### src/shared/crb_pkg.sv
// Constants shared by the capture/reload/baud timer and its register slave.
// Assumes a 32-bit AXI4-Lite register bus and a single system clock.
`default_nettype none
package crb_pkg;

  // ==========================================================================
  // Register map (byte addresses)
  localparam logic [7:0] OFF_CONTROL    = 8'h00;
  localparam logic [7:0] OFF_MODE_EXT   = 8'h04;
  localparam logic [7:0] OFF_POWER_CTRL = 8'h08;
  localparam logic [7:0] OFF_COUNT      = 8'h0C;
  localparam logic [7:0] OFF_CAP_RELOAD = 8'h10;
  localparam logic [7:0] OFF_IRQ_STATUS = 8'h14;
  localparam logic [7:0] OFF_IRQ_MASK   = 8'h18;

  // ==========================================================================
  // Control register fields
  localparam int BIT_OVF      = 7;
  localparam int BIT_EXT      = 6;
  localparam int BIT_RX1      = 5;
  localparam int BIT_TX1      = 4;
  localparam int BIT_TRIG_EN  = 3;
  localparam int BIT_RUN      = 2;
  localparam int BIT_CNT_SEL  = 1;
  localparam int BIT_CPRL     = 0;
  // Mode extension, power control and interrupt fields.
  localparam int BIT_DIR_EN   = 0;
  localparam int BIT_RX2      = 1;
  localparam int BIT_TX2      = 0;
  localparam int IRQ_OVF      = 0;
  localparam int IRQ_EXT      = 1;

  // ==========================================================================
  // Reset values and limits
  localparam logic [7:0]  CONTROL_RESET = 8'h00;
  localparam logic [15:0] COUNT_RESET   = 16'h0000;
  localparam logic [15:0] COUNT_MAX     = 16'hFFFF;
  localparam logic [1:0]  IRQ_RESET     = 2'h0;
  localparam int          MC_DIV        = 12;

  localparam logic [1:0]  RESP_OKAY     = 2'h0;
  localparam logic [1:0]  RESP_SLVERR   = 2'h2;

  typedef enum logic [1:0] {
    CRB_MODE_CAPTURE,
    CRB_MODE_RELOAD,
    CRB_MODE_BAUD
  } crb_mode_t;

endpackage
`default_nettype wire

### src/logic/crb_timer.sv
// 16-bit capture / auto-reload / baud-rate timer with an AXI4-Lite slave.
// Assumes pins are synchronous to aclk and timer1_overflow is a one-cycle pulse.
//
// Functional notes
// Overflow sets overflow flag; only software clears.
// No overflow flag while any baud select set.
// Enabled trigger capture/reload sets external event flag.
// Either flag requests the one timer interrupt.
// Rx select one: port one receive clock source.
// Tx select one: port one transmit clock source.
// Trigger enable gates trigger events, not baud.
// Run bit clear stops counting in all modes.
// Counter select: machine cycles or count pin.
// Capture select: capture on trigger, else reload.
// Baud mode always reloads on overflow.
// Capture mode counts upward, overflow flag on rollover.
// Baud mode trigger only sets external event flag.
// Second select pair clocks serial port two.
// Direction enable: trigger low down, high up.
// Capture copies count into capture/reload register.
// Reload loads count from capture/reload register.
`timescale 1ns/1ns
`default_nettype none
module crb_timer #(
  parameter int MC_DIV = crb_pkg::MC_DIV
) (
  input  wire logic        aclk,
  input  wire logic        aresetn,
  input  wire logic [7:0]  s_axi_awaddr,
  input  wire logic        s_axi_awvalid,
  output logic             s_axi_awready,
  input  wire logic [31:0] s_axi_wdata,
  input  wire logic [3:0]  s_axi_wstrb,
  input  wire logic        s_axi_wvalid,
  output logic             s_axi_wready,
  output logic [1:0]       s_axi_bresp,
  output logic             s_axi_bvalid,
  input  wire logic        s_axi_bready,
  input  wire logic [7:0]  s_axi_araddr,
  input  wire logic        s_axi_arvalid,
  output logic             s_axi_arready,
  output logic [31:0]      s_axi_rdata,
  output logic [1:0]       s_axi_rresp,
  output logic             s_axi_rvalid,
  input  wire logic        s_axi_rready,
  input  wire logic        count_input_pin,
  input  wire logic        trigger_input_pin,
  input  wire logic        timer1_overflow,
  output logic             rx_clock_one,
  output logic             tx_clock_one,
  output logic             rx_clock_two,
  output logic             tx_clock_two,
  output logic             irq
);

  localparam int MCW = $clog2(MC_DIV);

  if (MC_DIV < 2) begin : g_chk
    $error("crb_timer needs MC_DIV of at least 2");
  end

  function automatic logic is_mapped(input logic [7:0] a);
    is_mapped = (a == crb_pkg::OFF_CONTROL) || (a == crb_pkg::OFF_MODE_EXT) ||
                (a == crb_pkg::OFF_POWER_CTRL) || (a == crb_pkg::OFF_COUNT) ||
                (a == crb_pkg::OFF_CAP_RELOAD) || (a == crb_pkg::OFF_IRQ_STATUS) ||
                (a == crb_pkg::OFF_IRQ_MASK);
  endfunction

  function automatic logic [15:0] merge16(input logic [15:0] old, input logic [31:0] d, input logic [3:0] s);
    merge16 = old;
    for (int b = 0; b < 2; b++) begin
      if (s[b]) begin
        merge16[b*8 +: 8] = d[b*8 +: 8];
      end
    end
  endfunction

  // ==========================================================================
  // AXI4-Lite handshake
  logic        aw_held, w_held, next_aw_held, next_w_held;
  logic [7:0]  wr_addr, next_wr_addr;
  logic [31:0] wr_data, next_wr_data;
  logic [3:0]  wr_strb, next_wr_strb;
  logic        next_bvalid, next_rvalid;
  logic [1:0]  next_bresp, next_rresp;
  logic [31:0] next_rdata, rd_word;
  logic        wr_go;

  assign s_axi_awready = !aw_held;
  assign s_axi_wready  = !w_held;
  assign s_axi_arready = !s_axi_rvalid;
  // Address and data may arrive in either order; the write lands once both are held.
  assign wr_go         = aw_held && w_held && !s_axi_bvalid;

  always_comb begin
    next_aw_held = aw_held;
    next_w_held  = w_held;
    next_wr_addr = wr_addr;
    next_wr_data = wr_data;
    next_wr_strb = wr_strb;
    next_bvalid  = s_axi_bvalid;
    next_bresp   = s_axi_bresp;
    next_rvalid  = s_axi_rvalid;
    next_rresp   = s_axi_rresp;
    next_rdata   = s_axi_rdata;
    if (s_axi_awvalid && s_axi_awready) begin
      next_aw_held = 1'b1;
      next_wr_addr = s_axi_awaddr;
    end
    if (s_axi_wvalid && s_axi_wready) begin
      next_w_held  = 1'b1;
      next_wr_data = s_axi_wdata;
      next_wr_strb = s_axi_wstrb;
    end
    if (wr_go) begin
      next_bvalid = 1'b1;
      next_bresp  = is_mapped(wr_addr) ? crb_pkg::RESP_OKAY : crb_pkg::RESP_SLVERR;
    end else if (s_axi_bvalid && s_axi_bready) begin
      next_bvalid  = 1'b0;
      next_aw_held = 1'b0;
      next_w_held  = 1'b0;
    end
    if (s_axi_arvalid && s_axi_arready) begin
      next_rvalid = 1'b1;
      next_rdata  = rd_word;
      next_rresp  = is_mapped(s_axi_araddr) ? crb_pkg::RESP_OKAY : crb_pkg::RESP_SLVERR;
    end else if (s_axi_rvalid && s_axi_rready) begin
      next_rvalid = 1'b0;
    end
  end

  always_ff @(posedge aclk) begin
    if (!aresetn) begin
      aw_held      <= 1'b0;
      w_held       <= 1'b0;
      wr_addr      <= 8'h00;
      wr_data      <= 32'h0000_0000;
      wr_strb      <= 4'h0;
      s_axi_bvalid <= 1'b0;
      s_axi_bresp  <= crb_pkg::RESP_OKAY;
      s_axi_rvalid <= 1'b0;
      s_axi_rresp  <= crb_pkg::RESP_OKAY;
      s_axi_rdata  <= 32'h0000_0000;
    end else begin
      aw_held      <= next_aw_held;
      w_held       <= next_w_held;
      wr_addr      <= next_wr_addr;
      wr_data      <= next_wr_data;
      wr_strb      <= next_wr_strb;
      s_axi_bvalid <= next_bvalid;
      s_axi_bresp  <= next_bresp;
      s_axi_rvalid <= next_rvalid;
      s_axi_rresp  <= next_rresp;
      s_axi_rdata  <= next_rdata;
    end
  end

  // ==========================================================================
  // Registers and counter
  logic [7:0]     control, next_control;
  logic           direction_enable, next_direction_enable;
  logic [1:0]     power_sel, next_power_sel;
  logic [15:0]    count, next_count;
  logic [15:0]    cap_reload, next_cap_reload;
  logic [1:0]     irq_mask, next_irq_mask;
  logic [MCW-1:0] mc_cnt, next_mc_cnt;
  logic [1:0]     pin_fall;
  logic           mc_tick, tick, baud, dir_down, trig_ev, up_ovf, dn_ovf, ovf;
  logic           ctl_wr, cnt_wr, cap_wr, stat_wr;
  crb_pkg::crb_mode_t mode;

  crb_fall_detect #(
    .WIDTH (2)
  ) u_fall (
    .aclk    (aclk),
    .aresetn (aresetn),
    .level   ({trigger_input_pin, count_input_pin}),
    .fall    (pin_fall)
  );

  assign mc_tick  = (mc_cnt == MCW'(MC_DIV - 1));
  assign tick     = control[crb_pkg::BIT_RUN] &&
                    (control[crb_pkg::BIT_CNT_SEL] ? pin_fall[0] : mc_tick);
  assign baud     = control[crb_pkg::BIT_RX1] || control[crb_pkg::BIT_TX1] ||
                    power_sel[crb_pkg::BIT_RX2] || power_sel[crb_pkg::BIT_TX2];
  assign mode     = baud ? crb_pkg::CRB_MODE_BAUD :
                    (control[crb_pkg::BIT_CPRL] ? crb_pkg::CRB_MODE_CAPTURE : crb_pkg::CRB_MODE_RELOAD);
  assign dir_down = (mode == crb_pkg::CRB_MODE_RELOAD) && direction_enable && !trigger_input_pin;
  // With direction enabled in reload mode the trigger pin is a level, so its edges are not events.
  assign trig_ev  = pin_fall[1] && control[crb_pkg::BIT_TRIG_EN] &&
                    !((mode == crb_pkg::CRB_MODE_RELOAD) && direction_enable);
  assign up_ovf   = tick && !dir_down && (count == crb_pkg::COUNT_MAX);
  assign dn_ovf   = tick && dir_down && (count == cap_reload);
  assign ovf      = up_ovf || dn_ovf;
  assign ctl_wr   = wr_go && (wr_addr == crb_pkg::OFF_CONTROL) && wr_strb[0];
  assign cnt_wr   = wr_go && (wr_addr == crb_pkg::OFF_COUNT) && (|wr_strb[1:0]);
  assign cap_wr   = wr_go && (wr_addr == crb_pkg::OFF_CAP_RELOAD) && (|wr_strb[1:0]);
  assign stat_wr  = wr_go && (wr_addr == crb_pkg::OFF_IRQ_STATUS) && wr_strb[0];

  always_comb begin
    next_control          = control;
    next_direction_enable = direction_enable;
    next_power_sel        = power_sel;
    next_count            = count;
    next_cap_reload       = cap_reload;
    next_irq_mask         = irq_mask;
    next_mc_cnt           = mc_tick ? '0 : MCW'(mc_cnt + 1'b1);
    // Counting first; a software write to the same register below takes precedence.
    case (mode)
      crb_pkg::CRB_MODE_CAPTURE: begin
        if (tick) begin
          next_count = count + 16'h0001;
        end
        if (trig_ev) begin
          next_cap_reload = count;
        end
      end
      crb_pkg::CRB_MODE_RELOAD, crb_pkg::CRB_MODE_BAUD: begin
        if (dn_ovf) begin
          next_count = crb_pkg::COUNT_MAX;
        end else if (up_ovf) begin
          next_count = cap_reload;
        end else if (tick) begin
          next_count = dir_down ? count - 16'h0001 : count + 16'h0001;
        end
        if (trig_ev && (mode == crb_pkg::CRB_MODE_RELOAD)) begin
          next_count = cap_reload;
        end
      end
      default: begin
        next_count = count;
      end
    endcase
    if (ctl_wr) begin
      next_control = wr_data[7:0];
    end
    if (stat_wr) begin
      next_control[crb_pkg::BIT_OVF] = control[crb_pkg::BIT_OVF] & ~wr_data[crb_pkg::IRQ_OVF];
      next_control[crb_pkg::BIT_EXT] = control[crb_pkg::BIT_EXT] & ~wr_data[crb_pkg::IRQ_EXT];
    end
    if (wr_go && (wr_addr == crb_pkg::OFF_MODE_EXT) && wr_strb[0]) begin
      next_direction_enable = wr_data[crb_pkg::BIT_DIR_EN];
    end
    if (wr_go && (wr_addr == crb_pkg::OFF_POWER_CTRL) && wr_strb[0]) begin
      next_power_sel = wr_data[1:0];
    end
    if (wr_go && (wr_addr == crb_pkg::OFF_IRQ_MASK) && wr_strb[0]) begin
      next_irq_mask = wr_data[1:0];
    end
    if (cnt_wr) begin
      next_count = merge16(count, wr_data, wr_strb);
    end
    if (cap_wr) begin
      next_cap_reload = merge16(cap_reload, wr_data, wr_strb);
    end
    // Hardware sets win over any software clear in the same cycle.
    if (ovf && (mode != crb_pkg::CRB_MODE_BAUD)) begin
      next_control[crb_pkg::BIT_OVF] = 1'b1;
    end
    if (trig_ev) begin
      next_control[crb_pkg::BIT_EXT] = 1'b1;
    end
  end

  always_ff @(posedge aclk) begin
    if (!aresetn) begin
      control          <= crb_pkg::CONTROL_RESET;
      direction_enable <= 1'b0;
      power_sel        <= 2'h0;
      count            <= crb_pkg::COUNT_RESET;
      cap_reload       <= crb_pkg::COUNT_RESET;
      irq_mask         <= crb_pkg::IRQ_RESET;
      mc_cnt           <= '0;
    end else begin
      control          <= next_control;
      direction_enable <= next_direction_enable;
      power_sel        <= next_power_sel;
      count            <= next_count;
      cap_reload       <= next_cap_reload;
      irq_mask         <= next_irq_mask;
      mc_cnt           <= next_mc_cnt;
    end
  end

  always_comb begin
    rd_word = 32'h0000_0000;
    case (s_axi_araddr)
      crb_pkg::OFF_CONTROL:    rd_word[7:0]  = control;
      crb_pkg::OFF_MODE_EXT:   rd_word[0]    = direction_enable;
      crb_pkg::OFF_POWER_CTRL: rd_word[1:0]  = power_sel;
      crb_pkg::OFF_COUNT:      rd_word[15:0] = count;
      crb_pkg::OFF_CAP_RELOAD: rd_word[15:0] = cap_reload;
      crb_pkg::OFF_IRQ_STATUS: rd_word[1:0]  = {control[crb_pkg::BIT_EXT], control[crb_pkg::BIT_OVF]};
      crb_pkg::OFF_IRQ_MASK:   rd_word[1:0]  = irq_mask;
      default:                 rd_word       = 32'h0000_0000;
    endcase
  end

  // ==========================================================================
  // Serial clock selection and interrupt
  logic next_rx1, next_tx1, next_rx2, next_tx2;

  always_comb begin
    next_rx1 = control[crb_pkg::BIT_RX1] ? ovf : timer1_overflow;
    next_tx1 = control[crb_pkg::BIT_TX1] ? ovf : timer1_overflow;
    next_rx2 = power_sel[crb_pkg::BIT_RX2] ? ovf : timer1_overflow;
    next_tx2 = power_sel[crb_pkg::BIT_TX2] ? ovf : timer1_overflow;
  end

  always_ff @(posedge aclk) begin
    if (!aresetn) begin
      rx_clock_one <= 1'b0;
      tx_clock_one <= 1'b0;
      rx_clock_two <= 1'b0;
      tx_clock_two <= 1'b0;
    end else begin
      rx_clock_one <= next_rx1;
      tx_clock_one <= next_tx1;
      rx_clock_two <= next_rx2;
      tx_clock_two <= next_tx2;
    end
  end

  // Both flags share one request line; the mask stands in for the interrupt enable.
  assign irq = (control[crb_pkg::BIT_OVF] && irq_mask[crb_pkg::IRQ_OVF]) ||
               (control[crb_pkg::BIT_EXT] && irq_mask[crb_pkg::IRQ_EXT]);
endmodule
`default_nettype wire

### src/logic/crb_fall_detect.sv
// Falling-edge detector for a group of synchronous pin inputs.
// Assumes the inputs are already synchronous to aclk.
`timescale 1ns/1ns
`default_nettype none
module crb_fall_detect #(
  parameter int WIDTH = 2
) (
  input  wire logic             aclk,
  input  wire logic             aresetn,
  input  wire logic [WIDTH-1:0] level,
  output logic      [WIDTH-1:0] fall
);

  logic [WIDTH-1:0] prev;
  logic [WIDTH-1:0] next_prev;

  if (WIDTH < 1) begin : g_chk
    $error("crb_fall_detect needs WIDTH of at least 1");
  end

  always_comb begin
    next_prev = level;
  end

  always_ff @(posedge aclk) begin
    if (!aresetn) begin
      prev <= '1;
    end else begin
      prev <= next_prev;
    end
  end

  // Each bit is a one-cycle pulse in the cycle the pin is first seen low.
  for (genvar i = 0; i < WIDTH; i++) begin : g_bit
    assign fall[i] = prev[i] & ~level[i];
  end

endmodule
`default_nettype wire

### config.mk
export PLATFORM = sky130hd
export DESIGN_NAME = crb_timer
export DESIGN_NICKNAME = d
export VERILOG_FILES = /design/src/shared/crb_pkg.sv /design/src/logic/crb_timer.sv /design/src/logic/crb_fall_detect.sv
export SDC_FILE = /design/constraint.sdc
export NUM_CORES = 1
export LEC_CHECK = 0
export ABC_AREA = 0
export BUFFER_PORTS_ARGS = -buffer_cell sky130_fd_sc_hd__clkbuf_2
export CORE_ASPECT_RATIO = 0.6
export CORE_MARGIN = 1.5
export CORE_UTILIZATION = 50
export DETAILED_ROUTE_END_ITERATION = 10
export GPL_TIMING_DRIVEN = 0
export PLACE_DENSITY_LB_ADDON = 0.25
export SYNTH_ARGS = -nofsm -noshare
export SYNTH_HDL_FRONTEND = slang
export SYNTH_SLANG_ARGS = --single-unit
### constraint.sdc
create_clock -name aclk -period 6.6 [get_ports aclk]
set_input_delay 0.99 -clock aclk [delete_from_list [all_inputs] [get_ports aclk]]
set_output_delay 0.99 -clock aclk [all_outputs]
set_load 0.02 [all_outputs]
After elaboration in Yosys (flattened, before gate mapping)
Index checks and enable logic that the tools add are counted.
{"block": "word_totals", "register_bits": 105, "inputBits": 62, "output_inout_bits": 46, "word_cells": 177}
{"block": "op_classes", "add_sub_neg": 3, "eq_ne": 24, "mux": 40, "n_bitwise": 9, "n_reduce_logical": 75}
{"operator": "16-bit 2-to-1 mux", "n": 10}
{"operator": "8-bit by 5-bit equality test with 1-bit output, second input constant", "n": 6}
{"operator": "1-bit logical AND", "n": 34}
{"operator": "8-bit by 4-bit equality test with 1-bit output, second input constant", "n": 4}
{"operator": "16-bit case mux with 2 select lines", "n": 1}
{"operator": "8-bit 2-to-1 mux", "n": 3}
{"operator": "1-bit 2-to-1 mux", "n": 18}
{"operator": "6-bit case mux with 3 select lines", "n": 1}
{"operator": "1-bit logical OR", "n": 17}
{"operator": "16-bit by 1-bit adder with 16-bit output, second input constant", "n": 1}
{"operator": "16-bit equality test", "n": 1}
{"operator": "16-bit equality test, second input constant", "n": 1}
{"operator": "8-bit by 3-bit equality test with 1-bit output, second input constant", "n": 2}
{"operator": "8-bit zero test", "n": 2}
{"operator": "8-bit case mux with 2 select lines", "n": 1}
{"operator": "16-bit by 1-bit subtractor with 16-bit output, second input constant", "n": 1}
{"operator": "2-bit inequality test, second input constant", "n": 5}
{"operator": "3-bit nonzero test", "n": 3}
{"operator": "2-bit 2-to-1 mux", "n": 4}
{"operator": "4-bit AND reduction", "n": 2}
{"operator": "2-bit nonzero test", "n": 4}
{"operator": "1-bit zero test", "n": 7}
{"operator": "1-bit case mux with 7 select lines", "n": 1}
{"operator": "6-bit inequality test, second input constant", "n": 1}
{"operator": "other kinds (11)", "n": 21}

Longest topological paths before layout
{"block": "logic_depth", "ltp_word": 15, "depth_mapped": 9, "mapped_depth_nobuf": 8}

Hierarchy
Synthesis repeated with hierarchy kept, for this count alone.
{"block": "hier_totals", "cells_unflattened": 762, "area_unflattened_um2": 6238.5}
{"module": "crb_timer", "n_inst": 1, "cells_each": 756, "area_per_inst_um2": 6173.4, "seq_area_each_um2": 2021.9}
{"module": "crb_fall_detect", "n_inst": 1, "cells_each": 6, "area_per_inst_um2": 65.1, "seq_area_each_um2": 40.0}

Least setup slack after synthesis
No wires, ideal clock.
{"block": "synth_timing", "kind": "input-to-reg", "from": "input port s_axi_araddr[0]", "to": "register s_axi_rdata[5]", "setup_ps": 65, "t_arrival_ps": 2812, "required_ps": 6535, "slack_ps": 3723, "stages": 7, "n_path_buf": 1, "path_cell_list": "nor4_1 > nand2b_1 > nor4b_1 > clkbuf_1 > a222oi_1 > a2bb2oi_1 > nor2_1"}
{"block": "synth_via", "elab_chain_len": 2, "elab_cells_between_ends": 4, "cone_classes": "eq/ne (2); mux (1); reduce/logical (1)"}
{"item": "start, declared", "line_no": "crb_timer.sv:39", "rtl": "input wire logic [7:0] s_axi_araddr,"}
{"item": "8-bit by 5-bit equality test with 1-bit output, or another cell as far along", "line_no": "crb_timer.sv:287", "rtl": "case (s_axi_araddr)"}
{"item": "6-bit case mux with 3 select lines *", "line_no": "crb_timer.sv:287"}
{"item": "end signal, assigned", "line_no": "crb_timer.sv:154", "rtl": "s_axi_rdata <= next_rdata;"}
{"item": "end, declared", "line_no": "crb_timer.sv:42", "rtl": "output logic [31:0] s_axi_rdata,"}
Every way passes the cells marked *; elsewhere a longest branch is shown, timed or not.
A chain may end at the register's enable or synchronous reset.

Worst setup path in the final report
{"block": "layout_timing", "from": "input port trigger_input_pin", "to": "register count[8]"}
{"block": "layout_via", "elab_chain_len": 10, "elab_cells_between_ends": 21, "cone_classes": "eq/ne (1); mux (7); bitwise (2); reduce/logical (11)"}
{"item": "start, declared", "line_no": "crb_timer.sv:47", "rtl": "input wire logic trigger_input_pin,"}
{"item": "1-bit zero test", "line_no": "crb_timer.sv:188", "rtl": "assign dir_down = (mode == crb_pkg::CRB_MODE_RELOAD) && direction_enable && !trigger_input_pin;"}
{"item": "1-bit logical AND", "line_no": "crb_timer.sv:188"}
{"item": "1-bit zero test", "line_no": "crb_timer.sv:192", "rtl": "assign up_ovf = tick && !dir_down && (count == crb_pkg::COUNT_MAX);"}
{"item": "1-bit logical AND (2 in a row)", "line_no": "crb_timer.sv:192"}
{"item": "16-bit 2-to-1 mux", "line_no": "crb_timer.sv:221", "rtl": "end else if (up_ovf) begin"}
{"item": "16-bit 2-to-1 mux", "line_no": "crb_timer.sv:219", "rtl": "if (dn_ovf) begin"}
{"item": "16-bit 2-to-1 mux", "line_no": "crb_timer.sv:226", "rtl": "if (trig_ev && (mode == crb_pkg::CRB_MODE_RELOAD)) begin"}
{"item": "16-bit case mux with 2 select lines", "line_no": "crb_timer.sv:209", "rtl": "case (mode)"}
{"item": "16-bit 2-to-1 mux", "line_no": "crb_timer.sv:250", "rtl": "if (cnt_wr) begin"}
{"item": "end signal, assigned", "line_no": "crb_timer.sv:270", "rtl": "count <= crb_pkg::COUNT_RESET;"}
{"item": "end signal, assigned", "line_no": "crb_timer.sv:278", "rtl": "count <= next_count;"}
{"item": "end, declared", "line_no": "crb_timer.sv:163", "rtl": "logic [15:0] count, next_count;"}
Several ways; a longest one is shown, not always the timed one. The select of a mux whose other input is x is not followed.

==> impl_metrics.csv <==
group,metric,value,unit
power,seq_power_share,49.7,%
yosys,synth-edff-count,0,
placed_design,hpwl,16.74,mm
cells_and_area,post-route-util,58.65,%
flow_run,cap_violations,0,
cells_and_area,antennaDiodeCount,0,
cells_and_area,final_common_cell,"sky130_fd_sc_hd__dfxtp_1",
timing,setup-violations-final,0,
yosys,post_synth_instance_area,0.006123,mm2
global_routing,first_global_vias,5678,
placed_design,placed_cells,997,
cells_and_area,area_of_the_multi_input_gates,0.003754,mm2
clocking,path_clk_slew,0.08,ns
yosys,yosys.area.top_type,"sky130_fd_sc_hd__dfxtp_1",
critical_path,worst-endpoint-arrival,3.43,ns
global_routing,track_usage,34.35,%
yosys,synth_flop_cell,"sky130_fd_sc_hd__dfxtp_1",
critical_path,startpoint_class,"primary input",
timing,max_slew_margin,21.87,%
cells_and_area,seqCellArea,0.002062,mm2
power,leakagePower,2.966,nW
routing,drt_first_pass_iters,6,
cells_and_area,flow.area_growth_from_synthesis,14.79,%
die,dieWidth,145.9,um
critical_path,max_stage_delay_cell_worst_path,"sky130_fd_sc_hd__nor3_1",
power,pwr_density_cell,188.8,mW/mm2
cells_and_area,num-fill-cells,1079,
power,power.share.clock,40.5,%
timing,skew,0.008543,ns
power,p_total,1.327,mW
clocking,tritoncts_num_sinks,103,
hold_path,worst_hold_path_type,"reg -> reg",
global_routing,globalRouteOverflowTotal,0,
cells_and_area,final_cells,1013,
cells_and_area,highest_count_cells_in_the_layout_ignoring_fill_and_taps,"103 x sky130_fd_sc_hd__dfxtp_1, 84 x sky130_fd_sc_hd__nand2_1, 74 x sky130_fd_sc_hd__nor2_1, 69 x sky130_fd_sc_hd__clkbuf_2, 56 x sky130_fd_sc_hd__a21oi_1",
routing,routed_wl,22.21,mm
power,p_switching,0.3757,mW
timing,final.period_utilization,49.23,%
die,floorplan.die_area,0.01294,mm2
die,pin_count,108,
critical_path,timing.critical_path.max_delay_family,"simple AND/OR/NAND/NOR gates",
power,netSwitchingFraction,28.30,%
critical_path,crit_path_max_incr_delay,0.87,ns
clocking,post_cts_resize_count,0,
critical_path,critPathRequiredTime,6.78,ns
outcome,outcome,"finished, final reports clean",
routing,routed_wire_length_per_instance,21.92,um
cells_and_area,layout.nets,908,
routing,initialDrtViolationCount,848,
timing,finalWorstPathRequiredPeriod,3.249,ns
placed_design,gpl.final_weighted_congestion,0.9429,
timing,finalSetupTns,0,ns
yosys,netlist_instances,746,
global_routing,grt_start_max_net_pins,20,
routing,routed_via_density,6.272,
critical_path,worstPathCellList,"clkbuf_2 > and3b_1 > nor4b_4 > o21ai_1 > nor3_1 > a311oi_1",
yosys,synth.ff_latch_count,103,
yosys,synthArstFlopShare,0,%
timing,rsz0062_at_grt,"no",
critical_path,worstSetupPathType,"in -> reg",
clocking,tritoncts_clock_tree,"yes",
critical_path,critical_path_buf_inv_count,1,
clocking,clockBufferDepth,2,
timing,maxClockFrequency,307.8,MHz
routing,remaining_drc_errors,0,
power,power.share.combinational,9.8,%
yosys,syn_area_per_cell,8.208,um2
routing,ant_nets,0,
placed_design,placement.io_buffers,69,
yosys,synth.distinct_cells,69,
yosys,synth.area.top_cells,"sky130_fd_sc_hd__dfxtp_1 34%, sky130_fd_sc_hd__mux2i_1 8.3%, sky130_fd_sc_hd__nand2_1 5.1%",
yosys,ys_seq_area_share,33.67,%
power,peakVddDrop,0.0001178,V
cells_and_area,ratio_of_cells_with_drive_above_1_in_the_final_layout,17.33,%
timing,finalHoldViolations,0,
global_routing,grt_antenna_before_repair,0,
clocking,clock-root-buffer,"sky130_fd_sc_hd__clkbuf_16",
clocking,ctsHtreeMaxLevel,3,
timing,tightest_slew,1.161,ns
power,intPower,0.9518,mW
yosys,synth_top_area_share,33.67,%
clocking,cts_buffers,9,
clocking,post_cts_hold_fix_bufs,0,
critical_path,critical_path.max_fanout,7,
die,std_cell_rows,31,
die,die_h,88.72,um
global_routing,grt_first_pass_wirelength,33.35,mm
die,core_box_area,0.01199,mm2
critical_path,end_kind,"flip-flop",
clocking,clk_latency,0.36,ns
yosys,yosysWarnings,0,
timing,slew_viol_final,0,
die,start_util,51.09,%
routing,via_count,6354,
clocking,post_cts.repair.setup_buffers,0,
-- worst register-to-register path: cells and delay by family (launching register included) --
kind,cells,cell delay [ns]
compound gates,2,0.61
buf+inv,1,0.20
simple gates,3,1.85
flops,1,0.39
-- layer usage --
| metal | vias up | GRT usage, % | part of all wire, % |
|---|---|---|---|
| li1 | 2887 | - | - |
| met1 | 2969 | 50.71 | 46 |
| met2 | 440 | 47.62 | 38 |
| met3 | 58 | 10.15 | 13 |
| met4 | 0 | 10.02 | 2.3 |
| met5 | - | 0 | 0 |
-- metrics by stage --
| stage | area (um2) | setup slack [ns] | hold WS, ns |
|---|---|---|---|
| 3_5_place_dp | 6739 | 3.162 | 0.4389 |
| 3_3_place_gp | 6739 | 3.126 | 0.4266 |
| 4_1_cts | 7029 | 3.536 | 0.4533 |
| 6_report | 7029 | 3.351 | 0.4519 |
| 2_1_floorplan | 6187 | 3.723 | 0.4173 |
| 5_1_grt | 7029 | 3.307 | 0.4660 |
-- power by group through the flow --
stage / clock, mW / sequential (mW) / combinational (mW)
after global routing: 0.567 / 0.662 / 0.142
after global placement: 0 / 0.672 / 0.125
after floorplan: 0 / 0.674 / 0.0779
final: 0.538 / 0.659 / 0.130
after CTS: 0.537 / 0.658 / 0.129
after detailed placement: 0 / 0.673 / 0.128
-- sequential cells by signal (all words and copies together), names as in the netlist, 4 cells and up --
register	cells
control	8
wr_data	16
wr_addr	8
cap_reload	16
s_axi_rdata	16
count	16
mc_cnt	4
-- worst paths after layout --
kind | startpoint | end | slack (ns) | depth (start not counted)
worst min register to register | mc_cnt[0]$_SDFF_PP0_ | mc_cnt[0]$_SDFF_PP0_ | 0.45 | 1
worst max-delay path | trigger_input_pin | count[8]$_SDFFE_PN0P_ | 3.35 | 6
worst min-delay path | mc_cnt[0]$_SDFF_PP0_ | mc_cnt[0]$_SDFF_PP0_ | 0.45 | 1
worst max register to register | control[4]$_SDFFE_PN0P_ | count[8]$_SDFFE_PN0P_ | 3.37 | 6
-- synth_stat cells, types with 5 or more instances --
master and number:
sky130_fd_sc_hd__mux2_2 17, sky130_fd_sc_hd__or4_1 5, sky130_fd_sc_hd__xor2_1 21, sky130_fd_sc_hd__xnor2_1 14, sky130_fd_sc_hd__inv_1 7, sky130_fd_sc_hd__buf_4 18, sky130_fd_sc_hd__nor2_1 74, sky130_fd_sc_hd__nand2b_1 7
sky130_fd_sc_hd__nand3_1 15, sky130_fd_sc_hd__clkbuf_1 35, sky130_fd_sc_hd__a311oi_1 7, sky130_fd_sc_hd__o211ai_1 6, sky130_fd_sc_hd__o21a_1 5, sky130_fd_sc_hd__nor3_1 23, sky130_fd_sc_hd__nand4_1 7, sky130_fd_sc_hd__nand2_1 84
sky130_fd_sc_hd__buf_2 9, sky130_fd_sc_hd__a211oi_1 17, sky130_fd_sc_hd__nor4_1 15, sky130_fd_sc_hd__dfxtp_1 103, sky130_fd_sc_hd__a221oi_1 9, sky130_fd_sc_hd__a21oi_1 56, sky130_fd_sc_hd__a31oi_1 11, sky130_fd_sc_hd__buf_1 6
sky130_fd_sc_hd__or3_1 12, sky130_fd_sc_hd__o21ai_0 20, sky130_fd_sc_hd__mux2i_1 51, sky130_fd_sc_hd__and3_1 10
-- cell type report --
class                      count  share of cell area [%]
multi-input combinational    584                   53.40
sequential                   103                   29.33
timing repair buffer          69                   4.913
buffer                        69                   4.913
clock buffer                   9                   3.204
tap                          165                   2.937
clock inverter                 7                  0.9256
inverter                       7                  0.3738
-- kinds of logic after synthesis --
| logic type | share of synthesized area (%) |
|---|---|
| AOI/OAI and AO/OA | 19.51 |
| xor gates and xnor gates | 5.006 |
| other | 0.06124 |
| muxes | 11.46 |
| adders and majority gates | 0.6131 |
| DFF | 33.67 |
| and+or+nand+nor | 23.60 |
| buffers and inverters | 6.069 |
Power figures use the tool's default switching activity.
